[src/core/cpu_status_defs.svh]
`ifndef CPU_STATUS_DEFS_SVH
`define CPU_STATUS_DEFS_SVH
// Function
// - an instruction that names status as destination and updates z, dc or c keeps its alu flags, not the written bits.
// - software writes never change the time-out or power-down bits.
// - a clear-file aimed at status clears the three bank bits, sets z and leaves the other bits alone.
// - power-down reads 1 after power-up or clear-watchdog and 0 after the sleep instruction.
// - z is set by an all-zero arithmetic or logic result and cleared by a nonzero one.
// - add and subtract instructions put the carry out of the low nibble into the nibble carry flag.
// - add and subtract instructions set carry on a carry out of bit 7 and clear it otherwise.
// - subtraction adds the two's complement, so carry and nibble carry read 1 when no borrow occurred.
// - rotates through carry load carry with the bit shifted out of the source operand.
// - the upper counter bits are reached only through a holding latch copied in when the low byte is written.
// - status and the other shared registers decode at the same offset in every bank.
// - port a pin 5 is input only and its direction bit always reads back as 1.
// - swap and move-to-register leave z, c and nibble carry untouched unless status is the destination, where the written bits land.

// ==========================================================
// register offsets within a bank (low seven address bits)
`define OFS_INDIRECT     7'h00
`define OFS_PC_LOW       7'h02
`define OFS_STATUS       7'h03
`define OFS_FSR          7'h04
`define OFS_PORTA        7'h05
`define OFS_PC_UPPER     7'h0A
`define OFS_INTCTL       7'h0B
// full address of the port a direction register (bank 1)
`define ADDR_PORTA_DIR   9'h085

// ==========================================================
// status field positions
`define ST_INDIRECT_BANK 7
`define ST_BANK_HI       6
`define ST_BANK_LO       5
`define ST_WDT_EXPIRY_N  4
`define ST_SLEEP_N       3
`define ST_ZERO          2
`define ST_NIBBLE_CARRY  1
`define ST_CARRY         0
`define PIN5_BIT         5

// ==========================================================
// reset values
`define STATUS_RESET     8'h18
`define PC_UPPER_RESET   5'h00
`define PORTA_DIR_RESET  8'hFF
`define READ_LATENCY     1
`endif

[src/core/cpu_status_pkg.sv]
package cpu_status_pkg;
  // ==========================================================
  // alu operations that the core hands to the status block
  typedef enum logic [3:0] {
    OP_ADD,
    OP_SUB,
    OP_AND,
    OP_IOR,
    OP_XOR,
    OP_CLR,
    OP_RLF,
    OP_RRF,
    OP_SWAP,
    OP_PASS,
    OP_INC,
    OP_DEC
  } alu_op_t;

  typedef logic [7:0] byte_t;
  typedef logic [8:0] data_addr_t;
endpackage : cpu_status_pkg

[src/core/status_alu.sv]
module status_alu
  import cpu_status_pkg::*;
(
  input  cpu_status_pkg::alu_op_t i_op,      // operation
  input  wire logic [7:0]         i_a,       // working operand or literal
  input  wire logic [7:0]         i_b,       // file operand
  input  wire logic               i_c,       // current carry
  output logic      [7:0]         o_res,     // result
  output logic                    o_z,       // zero out
  output logic                    o_dc,      // nibble carry out
  output logic                    o_c,       // carry out
  output logic                    o_upd_z,   // op updates zero
  output logic                    o_upd_dc,  // op updates nibble carry
  output logic                    o_upd_c    // op updates carry
);
  import cpu_status_pkg::*;

  // ==========================================================
  // shared adder: subtract is b plus the two's complement of a
  wire       is_sub = (i_op == OP_SUB);
  wire [7:0] a_sel  = is_sub ? ~i_a : i_a;
  wire [8:0] sum9   = {1'b0, i_b} + {1'b0, a_sel} + {8'h00, is_sub};
  wire [4:0] nib5   = {1'b0, i_b[3:0]} + {1'b0, a_sel[3:0]} + {4'h0, is_sub};
  wire       arith  = (i_op == OP_ADD) || is_sub;

  // ==========================================================
  // result selection and flag update masks
  always_comb begin
    o_res = i_b;
    o_c   = i_c;
    case (i_op)
      OP_ADD, OP_SUB: o_res = sum9[7:0];
      OP_AND:  o_res = i_a & i_b;
      OP_IOR:  o_res = i_a | i_b;
      OP_XOR:  o_res = i_a ^ i_b;
      OP_CLR:  o_res = 8'h00;
      OP_RLF: begin
        o_res = {i_b[6:0], i_c};
        o_c   = i_b[7];
      end
      OP_RRF: begin
        o_res = {i_c, i_b[7:1]};
        o_c   = i_b[0];
      end
      OP_SWAP: o_res = {i_b[3:0], i_b[7:4]};
      OP_INC:  o_res = i_b + 8'h01;
      OP_DEC:  o_res = i_b - 8'h01;
      default: o_res = i_b;
    endcase
    if (arith) begin
      o_c = sum9[8];
    end
  end

  assign o_z      = (o_res == 8'h00);
  assign o_dc     = nib5[4];
  // swap and pass (move) never touch a flag
  assign o_upd_z  = !(i_op == OP_SWAP || i_op == OP_PASS || i_op == OP_RLF
                      || i_op == OP_RRF);
  assign o_upd_dc = arith;
  assign o_upd_c  = arith || (i_op == OP_RLF) || (i_op == OP_RRF);
endmodule : status_alu

[src/core/bank_decode.sv]
`include "cpu_status_defs.svh"

module bank_decode
  import cpu_status_pkg::*;
(
  input  wire logic [6:0]            i_offset,     // offset within a bank
  input  wire logic                  i_indirect,   // use indirect pointer
  input  wire logic [7:0]            i_fsr,        // indirect pointer
  input  wire logic                  i_irp,        // indirect bank select
  input  wire logic [1:0]            i_rp,         // direct bank select
  output cpu_status_pkg::data_addr_t o_addr,       // full data address
  output logic                       o_hit_status, // status selected
  output logic                       o_hit_pcl,    // pc low byte selected
  output logic                       o_hit_pch,    // pc upper latch selected
  output logic                       o_hit_dir,    // port a direction selected
  output logic                       o_hit_port    // port a selected
);
  import cpu_status_pkg::*;

  // ==========================================================
  // bank 0..3 by rp code, or upper/lower half by irp for indirect
  assign o_addr = i_indirect ? {i_irp, i_fsr}
                             : {i_rp, i_offset};

  // shared registers ignore the bank bits entirely
  wire [6:0] low7 = o_addr[6:0];
  assign o_hit_status = (low7 == `OFS_STATUS);
  assign o_hit_pcl    = (low7 == `OFS_PC_LOW);
  assign o_hit_pch    = (low7 == `OFS_PC_UPPER);
  assign o_hit_dir    = (o_addr == `ADDR_PORTA_DIR);
  assign o_hit_port   = (o_addr[8:7] == 2'b00) && (low7 == `OFS_PORTA);
endmodule : bank_decode

[src/core/cpu_status_register.sv]
// The plain strobed port was left to the implementer.
`include "cpu_status_defs.svh"

module cpu_status_register
  import cpu_status_pkg::*;
(
  input  wire logic                  i_clk,          // core clock
  input  wire logic                  i_sys_rst,      // power-on reset, async high
  // register port
  input  wire logic [6:0]            i_addr,         // offset within bank
  input  wire logic                  i_indirect,     // address through pointer
  input  wire logic [7:0]            i_fsr,          // indirect pointer
  input  wire logic [7:0]            i_wdata,        // write data
  input  wire logic                  i_wr,           // plain write strobe
  input  wire logic                  i_rd,           // read strobe
  output logic      [7:0]            o_rdata,        // read data, next cycle
  // instruction execution
  input  wire logic                  i_alu_go,       // execute one alu op
  input  cpu_status_pkg::alu_op_t    i_alu_op,       // operation
  input  wire logic [7:0]            i_alu_a,        // working reg or literal
  input  wire logic [7:0]            i_alu_b,        // file operand
  input  wire logic                  i_alu_dest_f,   // result goes to the file
  output logic      [7:0]            o_alu_result,   // registered result
  // power management events
  input  wire logic                  i_clrwdt,       // clear-watchdog executed
  input  wire logic                  i_sleep,        // sleep executed
  input  wire logic                  i_wdt_expire,   // watchdog timed out
  // derived outputs
  output cpu_status_pkg::data_addr_t o_data_addr,    // full data address
  output logic      [4:0]            o_pc_upper,     // counter bits 12..8
  output logic                       o_pc_load,      // upper bits loaded
  input  wire logic                  i_pin5,         // input-only pin 5
  output logic      [7:0]            o_porta_dir,    // port a direction
  output logic      [7:0]            o_status        // status contents
);
  import cpu_status_pkg::*;

  // ==========================================================
  // state
  logic [2:0] bank_q, bank_d;       // irp, rp1, rp0
  logic       wdt_n_q, wdt_n_d;     // time-out bit
  logic       slp_n_q, slp_n_d;     // power-down bit
  logic       z_q, z_d;
  logic       dc_q, dc_d;
  logic       c_q, c_d;
  logic [4:0] pch_q, pch_d;         // holding latch for counter top
  logic [4:0] pcu_q;                // live counter top bits
  logic       pcl_ld_q;
  logic [7:0] dir_q, dir_d;
  logic [7:0] rdata_q, rdata_d;
  logic [7:0] res_q;

  // ==========================================================
  // address decode
  data_addr_t addr;
  logic hit_status, hit_pcl, hit_pch, hit_dir, hit_port;

  bank_decode u_decode (
    .i_offset     (i_addr),
    .i_indirect   (i_indirect),
    .i_fsr        (i_fsr),
    .i_irp        (bank_q[2]),
    .i_rp         (bank_q[1:0]),
    .o_addr       (addr),
    .o_hit_status (hit_status),
    .o_hit_pcl    (hit_pcl),
    .o_hit_pch    (hit_pch),
    .o_hit_dir    (hit_dir),
    .o_hit_port   (hit_port)
  );

  // ==========================================================
  // flag logic
  logic [7:0] alu_res;
  logic       alu_z, alu_dc, alu_c, upd_z, upd_dc, upd_c;

  status_alu u_alu (
    .i_op     (i_alu_op),
    .i_a      (i_alu_a),
    .i_b      (i_alu_b),
    .i_c      (c_q),
    .o_res    (alu_res),
    .o_z      (alu_z),
    .o_dc     (alu_dc),
    .o_c      (alu_c),
    .o_upd_z  (upd_z),
    .o_upd_dc (upd_dc),
    .o_upd_c  (upd_c)
  );

  // ==========================================================
  // status next value
  // an alu result with the file as destination is a write like any other;
  // the alu owns the flags it updates, so those bits of the write are lost
  wire        file_wr_alu = i_alu_go && i_alu_dest_f;
  wire        st_wr_alu   = file_wr_alu && hit_status;
  wire        st_wr_bus   = i_wr && hit_status && !i_alu_go;
  wire        st_wr       = st_wr_alu || st_wr_bus;
  wire [7:0]  st_wval     = st_wr_alu ? alu_res : i_wdata;
  wire        fz          = i_alu_go && upd_z;
  wire        fdc         = i_alu_go && upd_dc;
  wire        fc          = i_alu_go && upd_c;
  // an op that owns any flag blocks the write of all three, so a clear keeps c and dc
  wire        st_flag_wr  = st_wr_bus || (st_wr_alu && !(upd_z || upd_dc || upd_c));

  assign bank_d = st_wr ? st_wval[`ST_INDIRECT_BANK:`ST_BANK_LO] : bank_q;
  assign z_d    = fz  ? alu_z
                : st_flag_wr ? st_wval[`ST_ZERO] : z_q;
  assign dc_d   = fdc ? alu_dc
                : st_flag_wr ? st_wval[`ST_NIBBLE_CARRY] : dc_q;
  assign c_d    = fc  ? alu_c
                : st_flag_wr ? st_wval[`ST_CARRY] : c_q;

  // time-out and power-down move only on events, never on writes
  // watchdog expiry wins over a clear-watchdog in the same cycle
  assign wdt_n_d = i_wdt_expire ? 1'b0
                 : (i_clrwdt || i_sleep) ? 1'b1 : wdt_n_q;
  assign slp_n_d = i_sleep ? 1'b0
                 : i_clrwdt ? 1'b1 : slp_n_q;

  // ==========================================================
  // other registers: holding latch and port a direction
  wire        pch_wr = (file_wr_alu || (i_wr && !i_alu_go)) && hit_pch;
  wire        pcl_wr = (file_wr_alu || (i_wr && !i_alu_go)) && hit_pcl;
  wire        dir_wr = (file_wr_alu || (i_wr && !i_alu_go)) && hit_dir;
  wire [7:0]  fwval  = file_wr_alu ? alu_res : i_wdata;

  assign pch_d = pch_wr ? fwval[4:0] : pch_q;
  // pin 5 direction is forced to input whatever is written
  assign dir_d = dir_wr ? (fwval | (8'h01 << `PIN5_BIT)) : dir_q;

  // ==========================================================
  // read mux: counter top itself has no address, only its latch
  wire [7:0] status_word = {bank_q, wdt_n_q, slp_n_q, z_q, dc_q, c_q};
  always_comb begin
    rdata_d = 8'h00;
    if (!i_rd) begin
      rdata_d = 8'h00;
    end else if (hit_status) begin
      rdata_d = status_word;
    end else if (hit_pch) begin
      rdata_d = {3'b000, pch_q};
    end else if (hit_dir) begin
      rdata_d = dir_q | (8'h01 << `PIN5_BIT);
    end else if (hit_port) begin
      rdata_d = {2'b00, i_pin5, 5'b00000};
    end else begin
      rdata_d = 8'h00;
    end
  end

  // ==========================================================
  // status register flops; flags power up at zero
  always_ff @(posedge i_clk or posedge i_sys_rst) begin
    if (i_sys_rst) begin
      {bank_q, wdt_n_q, slp_n_q, z_q, dc_q, c_q} <= `STATUS_RESET;
    end else begin
      bank_q  <= bank_d;
      wdt_n_q <= wdt_n_d;
      slp_n_q <= slp_n_d;
      z_q     <= z_d;
      dc_q    <= dc_d;
      c_q     <= c_d;
    end
  end

  // counter top copies the latch on a low-byte write
  always_ff @(posedge i_clk or posedge i_sys_rst) begin
    if (i_sys_rst) begin
      pch_q    <= `PC_UPPER_RESET;
      pcu_q    <= `PC_UPPER_RESET;
      pcl_ld_q <= 1'b0;
    end else begin
      pch_q    <= pch_d;
      pcu_q    <= pcl_wr ? pch_q : pcu_q;
      pcl_ld_q <= pcl_wr;
    end
  end

  // direction, read data and result registers
  always_ff @(posedge i_clk or posedge i_sys_rst) begin
    if (i_sys_rst) begin
      dir_q   <= `PORTA_DIR_RESET;
      rdata_q <= 8'h00;
      res_q   <= 8'h00;
    end else begin
      dir_q   <= dir_d;
      rdata_q <= rdata_d;
      res_q   <= i_alu_go ? alu_res : res_q;
    end
  end

  // ==========================================================
  // outputs
  assign o_rdata      = rdata_q;
  assign o_alu_result = res_q;
  assign o_data_addr  = addr;
  assign o_pc_upper   = pcu_q;
  assign o_pc_load    = pcl_ld_q;
  assign o_porta_dir  = dir_q;
  assign o_status     = status_word;
endmodule : cpu_status_register

[config.mk]
export PLATFORM = sky130hd
export DESIGN_NAME = cpu_status_register
export DESIGN_NICKNAME = d
export VERILOG_FILES = /design/src/core/cpu_status_pkg.sv /design/src/core/status_alu.sv /design/src/core/bank_decode.sv /design/src/core/cpu_status_register.sv
export VERILOG_INCLUDE_DIRS = /design/src /design/src/core
export SDC_FILE = /design/constraint.sdc
export NUM_CORES = 1
export LEC_CHECK = 0
export ABC_CLOCK_PERIOD_IN_PS = 2500
export BUFFER_PORTS_ARGS = -buffer_cell sky130_fd_sc_hd__buf_2
export CAP_MARGIN = 20
export CORE_MARGIN = 5
export CORE_UTILIZATION = 56
export CTS_BUF_LIST = sky130_fd_sc_hd__clkbuf_8
export CTS_CLUSTER_DIAMETER = 40
export DETAILED_ROUTE_END_ITERATION = 6
export GPL_TIMING_DRIVEN = 0
export PLACE_DENSITY = 0.84
export SKIP_CTS_REPAIR_TIMING = 1
export SLEW_MARGIN = 10
export SYNTH_ARGS = -nofsm -noshare
export SYNTH_HDL_FRONTEND = slang
export SYNTH_HIERARCHICAL = 1
export SYNTH_SLANG_ARGS = --single-unit
[constraint.sdc]
create_clock -name i_clk -period 2.5 [get_ports i_clk]
set_input_delay 0.375 -clock i_clk [delete_from_list [all_inputs] [get_ports i_clk]]
set_output_delay 0.375 -clock i_clk [all_outputs]
set_load 0.1 [all_outputs]
==> results.json <==
{
  "diodes": 0,
  "timing.final.crit_share_pct": 135,
  "synthMostInstantiatedCell": "mux2_2",
  "p_int_mw": 1.46,
  "rrSetupSlack_ns": -0.05,
  "crit_path_frequent_cell": "buf_8",
  "ys_warn_count": 6,
  "pwr-share-clk_pct": 19.8,
  "place_inst": 641,
  "cp-startpoint": "i_alu_op[1]",
  "h-tree-depth": 2,
  "hold_violations": 0,
  "rr_startpoint": "c_q$_DFFE_PP0P_",
  "worst_slack_ns": -0.876,
  "powerDensity_mw_per_mm2": 518,
  "start_util_pct": 57.8,
  "worstSetupPathType": "input port to flop",
  "violations": "setup timing",
  "clockRootBuffer": "clkbuf_8",
  "switching_power_mw": 1.22,
  "grt_overflow": 0,
  "ys_seq_elements": 42,
  "grt_start_max_net_pins": 30,
  "via_per_inst": 6.27,
  "fin_crit_ns": 3.38,
  "synthTopCellsByCount": "36 x mux2_2, 33 x dfrtp_1, 33 x nand2_1",
  "final_max_slew_viol_count": 0,
  "cap_violations": 0,
  "vias": 4161,
  "hold_path_class": "input port to async pin",
  "fin_tns_setup_ns": -6.38,
  "timing.rr.end": "z_q$_DFFE_PP0P_",
  "place.gp.congestion": 1.01,
  "die_h_um": 93.7,
  "power.ir.vdd_worst_uv": 716,
  "core_area_mm2": 0.00679,
  "slowest_delay_ns": 0.49,
  "synth_ff_type": "dfrtp_1",
  "crit_path_end": "z_q$_DFFE_PP0P_",
  "syn_inst": 447,
  "drtPass1Iterations": 6,
  "crit_cells": 15,
  "synth_enable_flop_cells": 0,
  "dieWidth_um": 93.7,
  "cts_buffer_depth": 2,
  "yosysSeqAreaShare_pct": 27.0,
  "wirelength_mm": 12.9,
  "cts_tree": "yes",
  "power.share.switching_pct": 45.6,
  "clk_pin_slew_worst_paths_ns": 0.08,
  "dp.final_hpwl_mm": 9.55,
  "area_growth_pct": 32.0,
  "numCtsBuffers": 5,
  "fill_cells": 486,
  "ios": 101,
  "clock.fmax_mhz": 296,
  "antenna_found_initial": 0,
  "syn_nets": 526,
  "slew_headroom_pct": 39.4,
  "crit_path_top_delay_cell": "or4b_1",
  "synth.cell_area_mm2": 0.00393,
  "power_mw": 2.69,
  "combPwrFrac_pct": 50.5,
  "p_leak_nw": 2.42,
  "crit_path_max_fanout": 5,
  "cts.sinks": 42,
  "fin_skew_ns": 0.00312,
  "synthArstFlopShare_pct": 100,
  "critPathArrivalTime_ns": 3.62,
  "worstPathCellList": "buf_8, nor4b_4, buf_8, xnor2_4, ha_4, and3b_2, a2111oi_4, mux2i_1, a311o_1, a21boi_4, or4b_1, nor4_2, nand3_1, o221ai_2, mux2_4",
  "rsz0062_at_grt": "yes",
  "final_core_util_pct": 76.3,
  "path_delay_family": "simple AND/OR/NAND/NOR gates",
  "finalSetupViolCount": 21,
  "drt_iter0_drc": 400,
  "grt_pass1_wl_mm": 19.8,
  "first_global_vias": 3869,
  "yosysTopAreaCellShare_pct": 21.0,
  "layout.cells.non_filler": 664,
  "synth_area_leaders": "dfrtp_1 21%, mux2_2 10%, ha_1 7.6%",
  "power.share.sequential_pct": 29.7,
  "status": "finished with violations",
  "rows": 30,
  "clk_latency_ns": 0.30,
  "drive_above_1_share_pct": 44.2,
  "r2r_cells": 10,
  "crit_path_start_kind": "input port",
  "cp_num_buf_inv": 2,
  "portBuffers": 97,
  "synth_area_leader_cell": "dfrtp_1",
  "drc": 0,
  "track_usage_pct": 28.4,
  "postSynthAreaPerCell_um2": 8.79,
  "wl_per_cell_um": 19.5,
  "worst_pin_slew_ns": 0.900,
  "ant_nets": 0,
  "nets": 646,
  "cp.required_ns": 2.74,
  "dieArea_mm2": 0.00879,
  "setup.worst_path.end_class": "flop",
  "netlist-cell-type-count": 75
}
## power by group through the flow
stage	combinational, mW	clock (mW)	sequential [mW]
after floorplan	0.666	0	1.06
after global placement	1.16	0	0.805
after detailed placement	1.19	0	0.809
after CTS	1.19	0.531	0.797
after global routing	1.42	0.571	0.807
final	1.36	0.531	0.799
## layer usage
layer	up-vias	part of all wire [%]	global-route usage [%]
met3	34	9.3	4.57
met1	1991	42	40.2
met4	0	2.2	6.38
li1	1881	-	-
met5	-	0	0
met2	255	47	45.6
## worst register-to-register path: stages, from the launching register on
cell,delay (ns)
dfrtp_1,0.50
mux2_2,0.33
a32oi_1,0.18
a2bb2oi_1,0.17
o221ai_1,0.20
nor2_1,0.12
or4b_1,0.46
nor4_2,0.15
nand3_1,0.12
o221ai_2,0.10
mux2_4,0.17
## area by class of cell
class	instances	area, um^2	share of cell area (%)
clock buffers	5	68.8	1.33
clock inverters	3	41.3	0.796
plain buffers	32	176	3.40
well taps	96	120	2.32
inverters	29	109	2.10
multi-input cells	344	2960	57.1
flip-flops and latches	42	1070	20.6
repair buffers	113	644	12.4
## how the worst min path moves through the flow
stage                              start                        end  cells past startpoint
6_report                       i_sys_rst       o_rdata[4]$_DFF_PP0_                      2
5_1_grt                        i_sys_rst       o_rdata[2]$_DFF_PP0_                      2
3_5_place_dp                   i_sys_rst       o_rdata[4]$_DFF_PP0_                      2
3_3_place_gp   o_pc_upper[1]$_DFFE_PP0P_  o_pc_upper[1]$_DFFE_PP0P_                      1
4_1_cts                        i_sys_rst       o_rdata[4]$_DFF_PP0_                      2
2_1_floorplan                    i_sleep        slp_n_q$_DFFE_PP1P_                      1
## flip-flops by register name (all words and copies together), names as in the netlist
register      count
z_q               1
c_q               1
dc_q              1
o_pc_upper        5
o_pc_load         1
bank_q            3
pch_q             5
o_alu_result      8
o_rdata           8
slp_n_q           1
o_porta_dir       7
wdt_n_q           1
## per-stage QoR
| step | instance area [um^2] | hold slack (ns) | worst slack [ns] |
|---|---|---|---|
| 4_1_cts | 4750 | 0.0244 | -1.27 |
| 2_1_floorplan | 4020 | 0.408 | -0.913 |
| 3_5_place_dp | 4640 | 0.343 | -1.57 |
| 6_report | 5190 | 0.0162 | -0.876 |
| 5_1_grt | 5190 | 0.0355 | -0.949 |
| 3_3_place_gp | 4620 | 0.472 | -1.49 |
## cell usage in the layout, fill, tap and decap left out, types with 11 or more instances in the layout
cell type and instances:
buf_2 107, nand2_1 31, dfrtp_1 30, mux2_2 26
inv_1 26, nor2_1 24, buf_4 21, o21ai_0 20
ha_1 20, a21oi_1 17, mux2_4 11, nor3_1 11
## cells by family (layout without fill, tap and decap cells)
logic type / Yosys count / in the layout / synth area share [%]
adder cells (fa/ha/maj): 25 / 25 / 8.16
multiplexers: 49 / 49 / 13.8
other: 1 / 1 / 0.0955
AND/OR/NAND/NOR: 140 / 140 / 19.9
XOR/XNOR: 12 / 12 / 2.68
buffers and inverters: 61 / 182 / 7.10
flip-flops: 42 / 42 / 27.0
AO/OA/AOI/OAI: 117 / 117 / 21.2
Power figures use the tool's default switching activity.
